File: config.mk
export PLATFORM = sky130hd
export DESIGN_NAME = iex_exec
export DESIGN_NICKNAME = d
export VERILOG_FILES = /design/src/core/iex_pkg.sv /design/src/core/iex_exec.sv
export VERILOG_INCLUDE_DIRS = /design/src /design/src/core
export SDC_FILE = /design/constraint.sdc
export NUM_CORES = 1
export LEC_CHECK = 0
export BUFFER_PORTS_ARGS = -buffer_cell sky130_fd_sc_hd__buf_2
export CAP_MARGIN = 30
export CORE_MARGIN = 10
export CORE_UTILIZATION = 45
export CTS_CLUSTER_DIAMETER = 200
export DETAILED_ROUTE_END_ITERATION = 12
export GPL_TIMING_DRIVEN = 0
export PLACE_DENSITY = 0.77
export SLEW_MARGIN = 20
export SYNTH_ARGS = -nofsm -noshare
export SYNTH_HDL_FRONTEND = slang
export SYNTH_SLANG_ARGS = --single-unit
File: constraint.sdc
create_clock -name mclk -period 4.3 [get_ports mclk]
set_input_delay 1.29 -clock mclk [delete_from_list [all_inputs] [get_ports mclk]]
set_output_delay 1.29 -clock mclk [all_outputs]
set_load 0.02 [all_outputs]
File: src/core/iex_cfg.svh
// constants for the instruction execute slice: widths, flag positions, reset values
`ifndef IEX_CFG_SVH
`define IEX_CFG_SVH
`define IEX_PC_W        13
`define IEX_PC_STEP     13'h0001
`define IEX_ACC_RST     8'h00
`define IEX_BYTE_ZERO   8'h00
`define IEX_BYTE_ONES   8'hff
`define IEX_FLG_C       0
`define IEX_FLG_AC      1
`define IEX_FLG_Z       2
`define IEX_FLG_OV      3
`define IEX_FLG_SC      4
`define IEX_FLG_RST     5'h00
`define IEX_TO_RST      1'b0
`define IEX_PDF_RST     1'b0
`define IEX_LONG_CYCLES 2'h2
`endif

File: src/core/iex_pkg.sv
// types for the instruction execute slice
`include "iex_cfg.svh"
package iex_pkg;
   typedef enum logic [3:0]
   {
      IEX_NOP,
      IEX_SUM_WITH_CARRY_OP,
      IEX_SUM_WITH_CARRY_TO_MEM_OP,
      IEX_SUM_OP,
      IEX_SUM_TO_MEM_OP,
      IEX_SUM_IMM_OP,
      IEX_CONJ_OP,
      IEX_CONJ_IMM_OP,
      IEX_BITWISE_CONJ_TO_MEM_OP,
      IEX_CALL_OP,
      IEX_ZERO_MEM_OP,
      IEX_ZERO_BIT_OP,
      IEX_SINGLE_DOG_KICK_OP,
      IEX_PAIRED_DOG_KICK_FIRST_OP,
      IEX_PAIRED_DOG_KICK_SECOND_OP,
      IEX_INVERT_MEM_OP
   } iex_op_type;

   // one instruction as issued by the sequencer
   typedef struct packed
   {
      iex_op_type               op;
      logic [7:0]               mem_data;
      logic [7:0]               literal;
      logic [2:0]               bit_sel;
      logic [`IEX_PC_W-1:0]     target;
      logic                     low_pc_write;
   } iex_instr_type;

   // data memory write-back
   typedef struct packed
   {
      logic       we;
      logic [7:0] data;
   } iex_mem_wr_type;

   // stack push request
   typedef struct packed
   {
      logic                 push;
      logic [`IEX_PC_W-1:0] addr;
   } iex_push_type;

   typedef enum logic [1:0]
   {
      IEX_KICK_NONE,
      IEX_KICK_FIRST,
      IEX_KICK_SECOND
   } iex_kick_type;
endpackage : iex_pkg

File: src/core/iex_exec.sv
// execute slice: add, and, call, clear, complement and watchdog-clear instructions
//
// Notes on behaviour
// - add-with-carry from memory: acc plus byte plus carry into acc, five flags
// - memory-destination adds write sum to memory, acc kept, same flags
// - plain memory add: acc plus byte without carry into acc, five flags
// - immediate add: acc plus literal into acc, same five flags
// - memory and: acc and byte into acc, only zero flag
// - immediate and: acc and literal into acc, only zero flag
// - memory-destination and writes acc and byte back to memory
// - call pushes pc plus one and loads target into pc in the same cycle
// - call takes two instruction cycles
// - byte clear writes zero to memory, flags untouched
// - bit clear zeroes only the selected bit, flags untouched
// - single watchdog clear resets counter, clears expired and powerdown flags
// - paired clears take effect only when first and second alternate
// - a repeated paired clear of same kind is ignored
// - complement inverts memory byte, writes back, updates zero flag
// - halt sets powerdown flag and clears expired flag
// - instructions writing low pc byte take two cycles
`timescale 1ns/1ps
`include "iex_cfg.svh"
module iex_exec
(
   input  wire logic                  mclk,
   input  wire logic                  rst,
   input  wire logic                  issue,
   input  wire iex_pkg::iex_instr_type instr,
   input  wire logic [`IEX_PC_W-1:0]  pc_in,
   input  wire logic                  halt,
   input  wire logic                  dog_timeout,
   output logic                       busy,
   output logic [7:0]                 working_register,
   output logic [4:0]                 flags,
   output logic                       watchdog_expired_flag,
   output logic                       powerdown_flag,
   output logic                       watchdog_counter_clr,
   output iex_pkg::iex_mem_wr_type    mem_wr,
   output iex_pkg::iex_push_type      stack_push,
   output logic                       pc_load,
   output logic [`IEX_PC_W-1:0]       pc_target
);
   import iex_pkg::*;

   // ************************************************************
   // state and next values
   // ************************************************************
   logic [7:0]           acc_q, acc_d;
   logic [4:0]           flg_q, flg_d;
   logic                 to_q, pdf_q;
   iex_kick_type         last_kick_q;
   logic                 stall_q;
   iex_mem_wr_type       mem_q, mem_d;
   iex_push_type         push_q, push_d;
   logic                 pcl_q, pcl_d;
   logic [`IEX_PC_W-1:0] tgt_q, tgt_d;
   logic                 clr_q;
   logic                 kick_ok;

   // ************************************************************
   // adder shared by all sum instructions
   // ************************************************************
   logic [7:0] addend;
   logic       cin;
   logic [4:0] lo_sum;
   logic [3:0] hi_sum;
   logic [7:0] sum;
   logic       c7, c6;
   logic       take;

   // the sequencer must not issue while busy; a stray issue is dropped
   assign take = issue && !stall_q;

   always_comb
   begin
      addend = (instr.op == IEX_SUM_IMM_OP) ? instr.literal : instr.mem_data;
      cin    = (instr.op == IEX_SUM_WITH_CARRY_OP ||
                instr.op == IEX_SUM_WITH_CARRY_TO_MEM_OP) ? flg_q[`IEX_FLG_C] : 1'b0;
      lo_sum = {1'b0, acc_q[3:0]} + {1'b0, addend[3:0]} + {4'h0, cin};
      // split at bit 6 so the sign carry can be taken for overflow
      hi_sum = {1'b0, acc_q[6:4]} + {1'b0, addend[6:4]} + {3'h0, lo_sum[4]};
      c6     = hi_sum[3];
      c7     = (acc_q[7] & addend[7]) | (c6 & (acc_q[7] ^ addend[7]));
      sum    = {acc_q[7] ^ addend[7] ^ c6, hi_sum[2:0], lo_sum[3:0]};
   end

   // ************************************************************
   // instruction decode into next values
   // ************************************************************
   always_comb
   begin
      acc_d  = acc_q;
      flg_d  = flg_q;
      mem_d  = '0;
      push_d = '0;
      pcl_d  = 1'b0;
      tgt_d  = tgt_q;
      if (take)
      begin
         unique case (instr.op)
            IEX_SUM_WITH_CARRY_OP, IEX_SUM_OP, IEX_SUM_IMM_OP,
            IEX_SUM_WITH_CARRY_TO_MEM_OP, IEX_SUM_TO_MEM_OP:
            begin
               if (instr.op == IEX_SUM_WITH_CARRY_TO_MEM_OP || instr.op == IEX_SUM_TO_MEM_OP)
               begin
                  mem_d = '{we: 1'b1, data: sum};
               end
               else
               begin
                  acc_d = sum;
               end
               flg_d[`IEX_FLG_C]  = c7;
               flg_d[`IEX_FLG_AC] = lo_sum[4];
               flg_d[`IEX_FLG_Z]  = (sum == `IEX_BYTE_ZERO);
               flg_d[`IEX_FLG_OV] = c7 ^ c6;
               // sign of the true result: sum msb corrected by overflow
               flg_d[`IEX_FLG_SC] = sum[7] ^ (c7 ^ c6);
            end
            IEX_CONJ_OP, IEX_CONJ_IMM_OP:
            begin
               acc_d = acc_q & ((instr.op == IEX_CONJ_IMM_OP) ? instr.literal
                                                               : instr.mem_data);
               flg_d[`IEX_FLG_Z] = (acc_d == `IEX_BYTE_ZERO);
            end
            IEX_BITWISE_CONJ_TO_MEM_OP:
            begin
               mem_d = '{we: 1'b1, data: acc_q & instr.mem_data};
               flg_d[`IEX_FLG_Z] = ((acc_q & instr.mem_data) == `IEX_BYTE_ZERO);
            end
            IEX_CALL_OP:
            begin
               push_d = '{push: 1'b1, addr: pc_in + `IEX_PC_STEP};
               pcl_d  = 1'b1;
               tgt_d  = instr.target;
            end
            IEX_ZERO_MEM_OP:
            begin
               mem_d = '{we: 1'b1, data: `IEX_BYTE_ZERO};
            end
            IEX_ZERO_BIT_OP:
            begin
               mem_d.we   = 1'b1;
               mem_d.data = instr.mem_data & ~(8'h01 << instr.bit_sel);
            end
            IEX_INVERT_MEM_OP:
            begin
               mem_d = '{we: 1'b1, data: instr.mem_data ^ `IEX_BYTE_ONES};
               flg_d[`IEX_FLG_Z] = (instr.mem_data == `IEX_BYTE_ONES);
            end
            IEX_NOP, IEX_SINGLE_DOG_KICK_OP, IEX_PAIRED_DOG_KICK_FIRST_OP,
            IEX_PAIRED_DOG_KICK_SECOND_OP:
            begin
            end
         endcase
      end
   end

   // ************************************************************
   // working register and arithmetic flags
   // ************************************************************
   always_ff @(posedge mclk or posedge rst)
   begin
      if (rst)
      begin
         acc_q <= `IEX_ACC_RST;
         flg_q <= `IEX_FLG_RST;
      end
      else
      begin
         acc_q <= acc_d;
         flg_q <= flg_d;
      end
   end

   // ************************************************************
   // memory, stack and program counter strobes (one-cycle pulses)
   // ************************************************************
   always_ff @(posedge mclk or posedge rst)
   begin
      if (rst)
      begin
         mem_q  <= '0;
         push_q <= '0;
         pcl_q  <= 1'b0;
         tgt_q  <= '0;
      end
      else
      begin
         mem_q  <= mem_d;
         push_q <= push_d;
         pcl_q  <= pcl_d;
         tgt_q  <= tgt_d;
      end
   end

   // ************************************************************
   // two-cycle instructions insert one dummy cycle
   // ************************************************************
   always_ff @(posedge mclk or posedge rst)
   begin
      if (rst)
      begin
         stall_q <= 1'b0;
      end
      else
      begin
         // call and any low pc byte write cost the dummy cycle
         stall_q <= take && (instr.op == IEX_CALL_OP || instr.low_pc_write);
      end
   end

   // ************************************************************
   // watchdog clear alternation and status flags
   // ************************************************************
   always_comb
   begin
      kick_ok = 1'b0;
      if (take)
      begin
         // paired kinds must alternate; a repeat of the last kind is ignored
         kick_ok = (instr.op == IEX_SINGLE_DOG_KICK_OP)
                || (instr.op == IEX_PAIRED_DOG_KICK_FIRST_OP
                    && last_kick_q != IEX_KICK_FIRST)
                || (instr.op == IEX_PAIRED_DOG_KICK_SECOND_OP
                    && last_kick_q != IEX_KICK_SECOND);
      end
   end

   always_ff @(posedge mclk or posedge rst)
   begin
      if (rst)
      begin
         last_kick_q <= IEX_KICK_NONE;
      end
      else if (take && instr.op == IEX_PAIRED_DOG_KICK_FIRST_OP)
      begin
         last_kick_q <= IEX_KICK_FIRST;
      end
      else if (take && instr.op == IEX_PAIRED_DOG_KICK_SECOND_OP)
      begin
         last_kick_q <= IEX_KICK_SECOND;
      end
   end

   // a timeout in the same cycle as a clear wins, so an expiry is never lost
   always_ff @(posedge mclk or posedge rst)
   begin
      if (rst)
      begin
         to_q  <= `IEX_TO_RST;
         pdf_q <= `IEX_PDF_RST;
         clr_q <= 1'b0;
      end
      else
      begin
         clr_q <= kick_ok || halt;
         if (dog_timeout)
         begin
            to_q <= 1'b1;
         end
         else if (kick_ok || halt)
         begin
            to_q <= 1'b0;
         end
         if (halt)
         begin
            pdf_q <= 1'b1;
         end
         else if (kick_ok)
         begin
            pdf_q <= 1'b0;
         end
      end
   end

   // ************************************************************
   // outputs
   // ************************************************************
   assign busy                  = stall_q;
   assign working_register      = acc_q;
   assign flags                 = flg_q;
   assign watchdog_expired_flag = to_q;
   assign powerdown_flag        = pdf_q;
   assign watchdog_counter_clr  = clr_q;
   assign mem_wr                = mem_q;
   assign stack_push            = push_q;
   assign pc_load               = pcl_q;
   assign pc_target             = tgt_q;
endmodule : iex_exec

### Yosys cells after proc, flatten, opt, wreduce, memory -nomap -nowiden

Index checks and enable logic that the tools add are counted.

| storage, ports and cells | value |
|---|---|
| output and inout port bits | 54 |
| input port bits | 55 |
| register bits | 56 |

| operators by class | value |
|---|---|
| shift operators | 1 |
| bitwise logic cells | 12 |
| equal/unequal tests | 19 |
| add/subtract/negate cells | 5 |
| reduce and logical (&&, ||, !) cells | 27 |
| muxes and demuxes | 20 |

Operator list:

| cell | count |
|---|---|
| 9-bit case mux with 5 select lines | 1 |
| 4-bit == test, second input constant | 8 |
| 14-bit 2-to-1 mux | 2 |
| 8-bit bitwise AND | 3 |
| 8-bit zero test | 3 |
| 8-bit 2-to-1 mux | 3 |
| 9-bit 2-to-1 mux | 2 |
| 4-bit by 3-bit == test with 1-bit output, second input constant | 4 |
| 8-bit NOT | 2 |
| 8-bit case mux with 2 select lines | 1 |
| 13-bit by 1-bit adder with 13-bit output, second input constant | 1 |
| 4-bit by 2-bit == test with 1-bit output, second input constant | 2 |
| 8-bit == test, second input constant | 1 |
| 1-bit 2-to-1 mux | 8 |
| 2-bit nonzero test | 4 |
| 1-bit by 3-bit << shifter with 8-bit output, first input constant | 1 |
| 1-bit logical AND | 6 |
| 1-bit logical OR | 6 |
| 2-bit AND reduction | 3 |
| 4-bit by 4-bit adder with 5-bit output | 1 |
| 5-bit by 1-bit adder with 5-bit output | 1 |
| 5-bit OR reduction | 1 |
| 3-bit by 3-bit adder with 4-bit output | 1 |
| 4-bit by 1-bit adder with 4-bit output | 1 |
| other kinds (12) | 18 |

### Longest topological paths before layout

Gate-level depths: netlist of the first run.

| depth | value |
|---|---|
| depth in word-level cells | 9 |
| mapped depth | 17 |
| depth with buffers taken out | 16 |

### Worst setup path after synthesis of the first run

Ideal clock, no wire load.

| timing path | value |
|---|---|
| kind | input to register |
| start point | in instr[36] (netlist bit) |
| end point | reg flg_q[2], in the netlist flags[2] |
| data arrival time | 5.148 ns |
| setup slack | -0.974 ns |
| stages | 17 |
| required time | 4.174 ns |
| buffers on the path | 2 |
| library setup time | 0.126 ns |
| cell sequence | buf_6 > clkbuf_1 > nor3b_4 > mux2i_1 > fa_1 > inv_1 > fa_1 > a21o_1 > a21o_1 > fa_1 > a21o_1 > a21oi_1 > fa_1 > nand4b_1 > or3_1 > o311ai_1 > o32a_1 |

| on the way | value |
|---|---|
| longest elaborated chain between the ends | 8 |

RTL lines:

| what | RTL line | source |
|---|---|---|
| start: declaration | iex_exec.sv:28 | `input wire iex_pkg::iex_instr_type instr,` |
| 4-bit by 3-bit == test with 1-bit output, or another cell as far along | iex_exec.sv:76 | `addend = (instr.op == IEX_SUM_IMM_OP) ? instr.literal : instr.mem_data;` |
| 8-bit 2-to-1 mux / 1-bit logical OR (equally long branches) | iex_exec.sv:76, iex_exec.sv:77 |  |
| 4-bit by 4-bit adder with 5-bit output / 1-bit 2-to-1 mux (equally long branches) | iex_exec.sv:79, iex_exec.sv:77 |  |
| 5-bit by 1-bit adder with 5-bit output * | iex_exec.sv:79 | `lo_sum = {1'b0, acc_q[3:0]} + {1'b0, addend[3:0]} + {4'h0, cin};` |
| via lo_sum[4] | iex_exec.sv:65 | `logic [4:0] lo_sum;` |
| 4-bit by 1-bit adder with 4-bit output * | iex_exec.sv:81 | `hi_sum = {1'b0, acc_q[6:4]} + {1'b0, addend[6:4]} + {3'h0, lo_sum[4]};` |
| 1-bit bitwise XOR | iex_exec.sv:84 | `sum = {acc_q[7] ^ addend[7] ^ c6, hi_sum[2:0], lo_sum[3:0]};` |
| 8-bit zero test (no line) * | -- |  |
| 1-bit case mux with 4 select lines * | iex_exec.sv:100 | `unique case (instr.op)` |
| end signal: assignment | iex_exec.sv:166 | `` flg_q <= `IEX_FLG_RST; `` |
| end signal: assignment | iex_exec.sv:171 | `flg_q <= flg_d;` |
| end: declaration | iex_exec.sv:49 | `logic [4:0] flg_q, flg_d;` |

The timed path passes the listed nets; every way through them passes the cells marked *.
A chain may end at the register's enable or synchronous reset.

### Worst setup path in the final report of the first run

| timing path | value |
|---|---|
| start point | in instr[34] (netlist bit) |
| end point | reg flg_q[2], in the netlist flags[2] |

Same word-level chain as after synthesis.

==> impl_metrics.tcl, run 1 <==
set metrics [dict create \
    rsz0062_at_grt "true" \
    fp.dieH_microns 105.3 \
    drtIter0Drc 217 \
    initial_core_util_pct 45.61 \
    final_nets 550 \
    rr_endpoint "flags[2]" \
    ant_nets 0 \
    drv_slew 0 \
    status "complete, but fails checks" \
    ios 109 \
    grt_pass1_wl_microns 15670 \
    grt_max_degree 56 \
    drc 0 \
    syn2layout_area_growth_pct 28.33 \
    min-delay-start "pc_target[0]" \
    worstSkewPairLatency_ns 0.31 \
    numClockSinks 55 \
    synth_nets 429 \
    grt_pass1_vias 3161 \
    slew_headroom_pct 54.87 \
    critPathSlowestCell "fa_2" \
    tightest_slew_ns 0.6769 \
    ys_types 55 \
    fmax_ghz 0.2145 \
    synth_ff_type "dfrtp_1" \
    p_per_area_mw_per_mm2 465.8 \
    avgRoutedWirePerCell_microns 16.69 \
    synth_cells 362 \
    worstReg2RegStart "working_register[0]" \
    rrSetupSlack_ns 0.82 \
    setup_viol 2 \
    routed-via-count 3129 \
    fin_ws_ns -0.3629 \
    synth_edf_count 0 \
    critPathTopFamily "adder cells" \
    hold_buffers 0 \
    worstPathCellList "buf_12, nand2b_4, nor3b_4, mux2i_2, fa_2, inv_2, fa_2, a21o_1, a21o_1, fa_2, a21o_1, a21oi_4, fa_2, nand4b_1, or3_4, o311ai_2, o32a_1" \
    overflow 0 \
    leakagePower_nw 2.135 \
    drtPass1Iterations 5 \
    skew_ns 0.008818 \
    worstSetupPathType "in2reg" \
    yosysSeqAreaShare_pct 42.05 \
    hold_path_depth 2 \
    place_hpwl_microns 7482 \
    cp_common_cell "fa_2" \
    diodes 0 \
    core_sq_mm 0.007176 \
    cts-root-buf "clkbuf_8" \
    reg2reg_depth 14 \
    antenna_found_initial 0 \
    final_cells 583 \
    ir_drop_v 0.0003336 \
    synth_area_sq_mm 0.003273 \
    die_w_microns 105.3 \
    crit_buf_inv 2 \
    drive_gt1_share_pct 34.71 \
    dieArea_sq_mm 0.01108 \
    wl_microns 9731 \
    min_to "pc_target[0]" \
    min_path_type "reg2reg" \
    cts_tree "built" \
    portBuffers 103 \
    gr-usage-all-layers_pct 16.95 \
    cts_made_buffers 5 \
    cp-end-kind "flop" \
    ys_seq_elements 55 \
    startpoint "instr[34]" \
    post-route-period-util_pct 108.4 \
    critical-path-max-stage-delay_ns 0.49 \
    cp.arrival_ns 4.87 \
    power.total_mw 1.957 \
    dpl.cell_count 564 \
    clockBufferDepth 2 \
    htreeDepth 2 \
    required_ns 4.51 \
    rows 31 \
    worst-path-max-fanout 3 \
    hold_viol 0 \
    period_minus_slack_ns 4.663 \
    gp_congestion 0.9627 \
    yosysWarnings 0 \
    async_flop_share_pct 100.0 \
    synth_area_per_cell_sq_um 9.042 \
    start_kind "primary input" \
    drv_cap 0 \
    violations "setup timing" \
    path_clk_slew_ns 0.11 \
    vias_per_cell 5.367 \
]
[synthesized netlist by cell type (7+ instances only)]
library cell  number  share of area (%)
a21oi_1           15                2.3
dfrtp_1           55                 42
inv_1             13                1.5
mux2_2             7                2.4
mux2i_1            9                2.8
nand2_1           72                8.3
nor2_1            31                3.6
o21ai_0           24                3.7
o22ai_1            8                1.5
xor2_1             9                2.4
[flip-flops by register name, indices dropped and copies added, names as in the netlist]
| signal | count |
|---|---|
| busy | 1 |
| flags | 5 |
| last_kick_q | 2 |
| mem_wr | 9 |
| pc_load | 1 |
| pc_target | 13 |
| powerdown_flag | 1 |
| stack_push | 13 |
| watchdog_counter_clr | 1 |
| watchdog_expired_flag | 1 |
| working_register | 8 |
[layout by cell type (no fill, tap or decap), types with 3 or more instances in the layout]
master and instances:
a21o_1 5, mux2_1 3, dfrtp_1 55, buf_2 105, inv_2 4, xnor2_1 5, mux2_2 7, buf_4 17
nand2_1 72, nand4_1 6, o22ai_1 7, a221oi_1 3, ha_1 6, nand2b_1 4, xor2_1 8, a22oi_1 3
a21oi_1 13, nor3_1 6, nand3_1 6, o21ai_1 5, mux2i_1 8, nor2_1 31, clkbuf_8 5, nor3b_1 3
clkbuf_1 3, fa_2 5, inv_1 10, or3_1 5, buf_6 4, o21ai_0 22
[where the power goes]
group | internal (mW) | leakage, nW | switching [mW] | total (mW)
sequential | 0.607 | 0.713 | 0.110 | 0.717
combinational | 0.400 | 1.38 | 0.532 | 0.932
clock | 0.121 | 0.0467 | 0.186 | 0.307
[cell families (layout without fill, tap and decap cells)]
logic type      Yosys count  count (layout)  synth area share, %
compound gates           78              78                15.14
xor+xnor                 14              14                3.746
fa+ha+maj                12              12                5.963
buf+inv                  35             157                5.466
flops                    55              55                42.05
mux                      19              19                6.193
simple gates            149             149                21.45
[per-layer routing]
| layer | vias to the layer above | track usage [%] | part of all wire, % |
|---|---|---|---|
| met5 | - | 0 | 0 |
| li1 | 1486 | - | - |
| met1 | 1495 | 20.06 | 39 |
| met4 | 0 | 5.490 | 1.6 |
| met3 | 14 | 3.350 | 7.4 |
| met2 | 134 | 30.00 | 52 |
[worst min-delay path, cell delays in order (launching register included)]
cell	delay [ns]
dfrtp_1	0.35
nand2_1	0.05
nand2_1	0.05
[cell type report]
| class | instances | area, sq um |
|---|---|---|
| Fill cell | 671 | 2975 |
| Multi-Input combinational cell | 272 | 1794 |
| Sequential cell | 55 | 1376 |
| Timing Repair Buffer | 117 | 626.9 |
| Tap cell | 99 | 123.9 |
| Buffer | 16 | 117.6 |
| Clock buffer | 5 | 68.82 |
| Inverter | 16 | 65.06 |
| Clock inverter | 3 | 27.53 |
[metrics by stage]
| step | util (%) | hold WS [ns] | setup WS [ns] | area (sq um) | TNS (ns) |
|---|---|---|---|---|---|
| after floorplan | - | 0.5161 | -0.6500 | 3322 | -1.186 |
| after global placement | 55.20 | 0.4546 | -0.9576 | 3961 | -3.616 |
| after detailed placement | 55.24 | 0.4568 | -1.011 | 3964 | -4.115 |
| after CTS | 57.42 | 0.4852 | -0.3024 | 4120 | -0.3234 |
| after global routing | 58.54 | 0.5105 | -0.5064 | 4200 | -0.9294 |
| final | 58.54 | 0.4794 | -0.3629 | 4200 | -0.4626 |
[worst max-delay path by stage]
stage / to / slack (ns) / depth (start not counted)
finish: flags[2] / -0.36 / 17
global route: flags[2] / -0.51 / 17
CTS: flags[2] / -0.30 / 17
detailed placement: flags[2] / -1.01 / 17
global placement: flags[2] / -0.96 / 17
floorplan: flags[2] / -0.65 / 17
[timing repair]
item	CTS	global route
setup endpoints to repair	5	4
pin swaps	3	6
gates resized for setup	3	13
buffers inserted	10	4
Power figures use the tool's default switching activity.
==> run 2: changes to the inputs <==
- GPL_TIMING_DRIVEN: 0 -> default
==> run 2 against run 1 <==
Net effect: final cell count up 0.51%; via count down 1.2%; core utilization unchanged; maximum frequency up 1.0%; global-route usage up 0.55 points; the flow still finishes with violations (setup timing); sequential cell count unchanged; clock skew up 0.0066 ns; critical endpoint unchanged; first-iteration DRC count down 2.8%; power up 1.7%; non-clock buffer count up 3; critical path type unchanged; sequential share of layout area unchanged; die area unchanged.
==> impl_metrics.tcl, run 2 (same netlist as run 1, synthesis figures left out) <==
set metrics [dict create \
    post-route-period-util_pct 107.3 \
    gp_congestion 0.9442 \
    die_w_microns 105.3 \
    setup_viol 3 \
    mostFrequentLayoutCell "buf_2" \
    use_met2_pct 30.00 \
    skew_ns 0.01539 \
    use_met3_pct 3.410 \
    drtIter0Drc 211 \
    leakagePower_nw 2.156 \
    cp.arrival_ns 4.83 \
    ir_drop_v 0.0003733 \
    utilization_pct 58.54 \
    cp-end-kind "flop" \
    hold_viol 0 \
    grt_max_degree 32 \
    fmax_ghz 0.2167 \
    core_sq_mm 0.007176 \
    rsz0062_at_grt "true" \
    grt_pass1_wl_microns 16170 \
    drc 0 \
    gr-usage-all-layers_pct 17.49 \
    routed-via-count 3093 \
    cts_tree "built" \
    p_per_area_mw_per_mm2 473.7 \
    drv_slew 0 \
    drv_cap 0 \
    fp.dieH_microns 105.3 \
    grt_pass1_vias 3187 \
    cts-root-buf "clkbuf_8" \
    numClockSinks 55 \
    dieArea_sq_mm 0.01108 \
    wl_microns 9965 \
    diodes 0 \
    portBuffers 108 \
    overflow 0 \
    drtPass1Iterations 5 \
    fin_ws_ns -0.3147 \
    initial_core_util_pct 45.61 \
    worstSkewPairLatency_ns 0.31 \
    period_minus_slack_ns 4.615 \
    power.total_mw 1.990 \
    required_ns 4.51 \
    violations "setup timing" \
    antenna_found_initial 0 \
    worstSetupPathType "in2reg" \
    grt_util_met1_pct 21.82 \
    most-common-layout-cells "buf_2, nand2_1, dfrtp_1" \
    cts_made_buffers 5 \
    busiest_layer "met2" \
    avgRoutedWirePerCell_microns 17.01 \
    htreeDepth 2 \
    slew_headroom_pct 61.48 \
    final_nets 553 \
    drive_gt1_share_pct 34.91 \
    place_hpwl_microns 7767 \
    clockBufferDepth 2 \
    status "complete, but fails checks" \
    start_kind "primary input" \
    rows 31 \
    tightest_slew_ns 0.5739 \
    path_clk_slew_ns 0.12 \
    holdWs_ns 0.4825 \
    ios 109 \
    worst-path-max-fanout 2 \
    vias_per_cell 5.278 \
    syn2layout_area_growth_pct 28.33 \
    min_path_type "reg2reg" \
    ant_nets 0 \
]
-- run 2: changes by cell type in the layout (fill, tap and decap cells not counted), sizes merged --
cell,change
clkinv,+1
buf,+7
clkbuf,-4
inv,-1
-- run 2: what timing repair did --
item                       4_1_cts  5_1_grt
setup buffers                    7        1
pin swaps                        3        0
setup endpoints to repair        3        3
hold endpoints to repair         0        0
hold buffers                     0        0
gates resized for setup          8        2
-- run 2: area by class of cell --
type                    instances  area, sq um
clock inverters                 3        27.53
flip-flops and latches         55         1376
fillers                       677         2975
inverters                      16        60.06
repair buffers                136        775.7
clock buffers                   5        68.82
well taps                      99        123.9
multi-input cells             272         1768
-- run 2: routing by layer --
layer,vias up,share of wire (%)
met5,-,0
met4,0,1.9
met3,20,5.8
met2,107,52
met1,1473,41
li1,1493,-
-- run 2: path summary, 6_finish.rpt --
kind	slack [ns]	startpoint	endpoint	cells after the start
setup / recovery	-0.31	instr[34]	flags[2]	17
hold / removal	0.48	pc_target[4]	pc_target[4]	2
setup reg to reg	0.82	working_register[0]	flags[2]	14
hold reg to reg	0.48	pc_target[4]	pc_target[4]	2
max in group asynchronous	2.46	rst	mem_wr[8]	3
min in group asynchronous	1.02	rst	pc_target[10]	2
-- run 2: stage by stage --
| step | setup slack [ns] | instance area, sq um | cells | setup TNS, ns |
|---|---|---|---|---|
| 2_1_floorplan | -0.6500 | 3322 | 362 | -1.186 |
| 3_3_place_gp | -0.6048 | 3998 | 570 | -1.374 |
| 3_5_place_dp | -0.6898 | 3998 | 570 | -2.012 |
| 4_1_cts | -0.2899 | 4178 | 585 | -0.5827 |
| 5_1_grt | -0.4462 | 4200 | 586 | -1.125 |
| 6_report | -0.3147 | 4200 | 586 | -0.7519 |
-- run 2: worst max-delay path: stages --
cell,delay [ns]
buf_6,0.09
nand2b_4,0.14
nor3b_4,0.24
mux2i_1,0.27
fa_2,0.23
inv_2,0.05
fa_2,0.35
a21o_1,0.16
a21o_1,0.17
fa_2,0.35
a21o_1,0.22
a21oi_4,0.16
fa_2,0.48
nand4b_1,0.12
or3_1,0.11
o311ai_1,0.09
o32a_1,0.29
-- run 2: report_power, final --
| group | switching (mW) | internal, mW |
|---|---|---|
| Sequential | 0.115 | 0.607 |
| Combinational | 0.525 | 0.432 |
| Clock | 0.190 | 0.120 |
| Total | 0.831 | 1.16 |
==> run 3: changes to the inputs <==
- CELL_PAD_IN_SITES_DETAIL_PLACEMENT: default -> 0
- CELL_PAD_IN_SITES_GLOBAL_PLACEMENT: default -> 1
- CORE_UTILIZATION: 45 -> 37
- PLACE_DENSITY: 0.77 -> 0.85
==> run 3 against run 2 <==
Net effect: the run still ends with setup timing left; largest cell class unchanged; largest power group unchanged; sequential power about the same; sequential share of layout area up 0.17 points; clock power up 17%; worst hold slack worse by 0.0031 ns; non-clock buffer count down 4; critical path depth unchanged.
==> impl_metrics.tcl, run 3 (same netlist as run 1, synthesis figures left out) <==
set metrics [dict create \
    critical-path-max-stage-delay_ns 0.46 \
    rrSetupSlack_ns 0.88 \
    dieArea_sq_mm 0.01301 \
    vias_per_cell 5.183 \
    tightest_slew_ns 0.7375 \
    overflow 0 \
    grt_pass1_wl_microns 15950 \
    rsz0062_at_grt "true" \
    initial_core_util_pct 37.72 \
    core_sq_mm 0.008678 \
    die_w_microns 114.1 \
    htreeDepth 2 \
    clockBufferDepth 2 \
    fillCellCount 866 \
    mostFrequentLayoutCell "buf_2" \
    cts_made_buffers 5 \
    dpl.cell_count 582 \
    avgRoutedWirePerCell_microns 16.80 \
    crit_buf_inv 2 \
    fin_ws_ns -0.2272 \
    hold_viol 0 \
    routed-via-count 3063 \
    hold_path_depth 1 \
    hold_buffers 0 \
    slew_headroom_pct 50.76 \
    drtPass1Iterations 4 \
    drv_slew 0 \
    drtIter0Drc 117 \
    grt_max_degree 37 \
    period_minus_slack_ns 4.527 \
    place_hpwl_microns 7900 \
    wl_microns 9929 \
    worstReg2RegStart "working_register[0]" \
    rows 34 \
    worstSetupPathType "in2reg" \
    drv_cap 0 \
    ios 109 \
    path_clk_slew_ns 0.11 \
    start_kind "primary input" \
    required_ns 4.50 \
    critPathTopFamily "adder cells" \
    status "complete, but fails checks" \
    worstSkewPairLatency_ns 0.31 \
    cp.arrival_ns 4.73 \
    fmax_ghz 0.2209 \
    min-delay-start "powerdown_flag" \
    fp.dieH_microns 114.1 \
    skew_ns 0.01421 \
    antenna_found_initial 0 \
    min_to "powerdown_flag" \
    gp_congestion 0.9185 \
    diodes 0 \
    critPathSlowestCell "fa_2" \
    violations "setup timing" \
    design_area_sq_mm 0.004179 \
    regArea_sq_mm 0.001376 \
    reg2reg_depth 14 \
    worstPathCellList "buf_6, nand2b_4, nor3b_4, mux2i_1, fa_2, inv_2, fa_2, a21o_1, a21o_1, fa_2, a21o_1, a21oi_4, fa_2, nand4b_1, or3_1, o311ai_1, o32a_1" \
    final_nets 549 \
    post-route-period-util_pct 105.3 \
    cts_tree "built" \
    p_per_area_mw_per_mm2 473.8 \
    gr-usage-all-layers_pct 14.79 \
    grt_pass1_vias 3109 \
    cp-end-kind "flop" \
    place_area_sq_mm 0.004031 \
    cts-root-buf "clkbuf_8" \
    worst-path-max-fanout 2 \
    ir_drop_v 0.0002224 \
    drc 0 \
    multi_input_area_sq_mm 0.001760 \
    portBuffers 108 \
    drive_gt1_share_pct 34.37 \
    cp_common_cell "fa_2" \
    ant_nets 0 \
    most-common-layout-cells "buf_2, nand2_1, dfrtp_1" \
    syn2layout_area_growth_pct 27.68 \
    rr_endpoint "flags[2]" \
    setup_viol 2 \
    leakagePower_nw 2.144 \
    numClockSinks 55 \
    min_path_type "reg2reg" \
    final_cells 591 \
]
==> run 3: layout make-up <==
class / count / area share [%]
Multi-Input combinational cell: 272 / 42.13
Sequential cell: 55 / 32.93
Timing Repair Buffer: 132 / 17.49
Tap cell: 108 / 3.234
Clock buffer: 5 / 1.647
Inverter: 16 / 1.437
Clock inverter: 3 / 1.138
==> run 3: worst max-delay path by stage <==
stage               cells past startpoint       from  slack (ns)  endpoint
detailed placement                     17  instr[34]       -0.58  flags[2]
floorplan                              17  instr[34]       -0.65  flags[2]
global route                           17  instr[34]       -0.35  flags[2]
CTS                                    17  instr[34]       -0.22  flags[2]
global placement                       17  instr[34]       -0.49  flags[2]
finish                                 17  instr[34]       -0.23  flags[2]
==> run 3: metal layers <==
layer  vias up  share of wire [%]  track usage [%]
met4         0                2.1            4.344
li1       1481                  -                -
met5         -                  0                0
met3        19                 11            6.132
met1      1435                 41            17.77
met2       128                 47            23.65
==> run 3: power breakdown <==
part	total (mW)	internal (mW)	switching, mW
sequential	0.719	0.607	0.112
clock	0.363	0.177	0.185
combinational	0.899	0.398	0.501
==> run 3: repair_timing <==
item                       CTS  global route
pin swaps                    0             2
setup endpoints to repair    2             3
gates resized for setup      2             4
buffers inserted             0             1
==> run 3: worst reg2reg max path, stage by stage, from the launching register on <==
cell and delay [ns]:
dfrtp_1 0.45, inv_1 0.14, fa_2 0.22, inv_2 0.05
fa_2 0.35, a21o_1 0.16, a21o_1 0.19, fa_2 0.35
a21o_1 0.21, a21oi_4 0.15, fa_2 0.46, nand4b_1 0.10
or3_1 0.10, o311ai_1 0.09, o32a_1 0.30
==> run 3: through the flow <==
step	setup WS (ns)	hold WS [ns]	setup TNS [ns]	total power, mW	utilization, %
floorplan	-0.6500	0.5161	-1.186	1.212	-
global placement	-0.4932	0.4524	-0.9649	1.580	46.45
detailed placement	-0.5810	0.4616	-1.226	1.592	46.45
CTS	-0.2233	0.4888	-0.2233	1.968	47.94
global route	-0.3479	0.5103	-0.5788	2.112	48.15
finish	-0.2272	0.4794	-0.2995	1.980	48.15
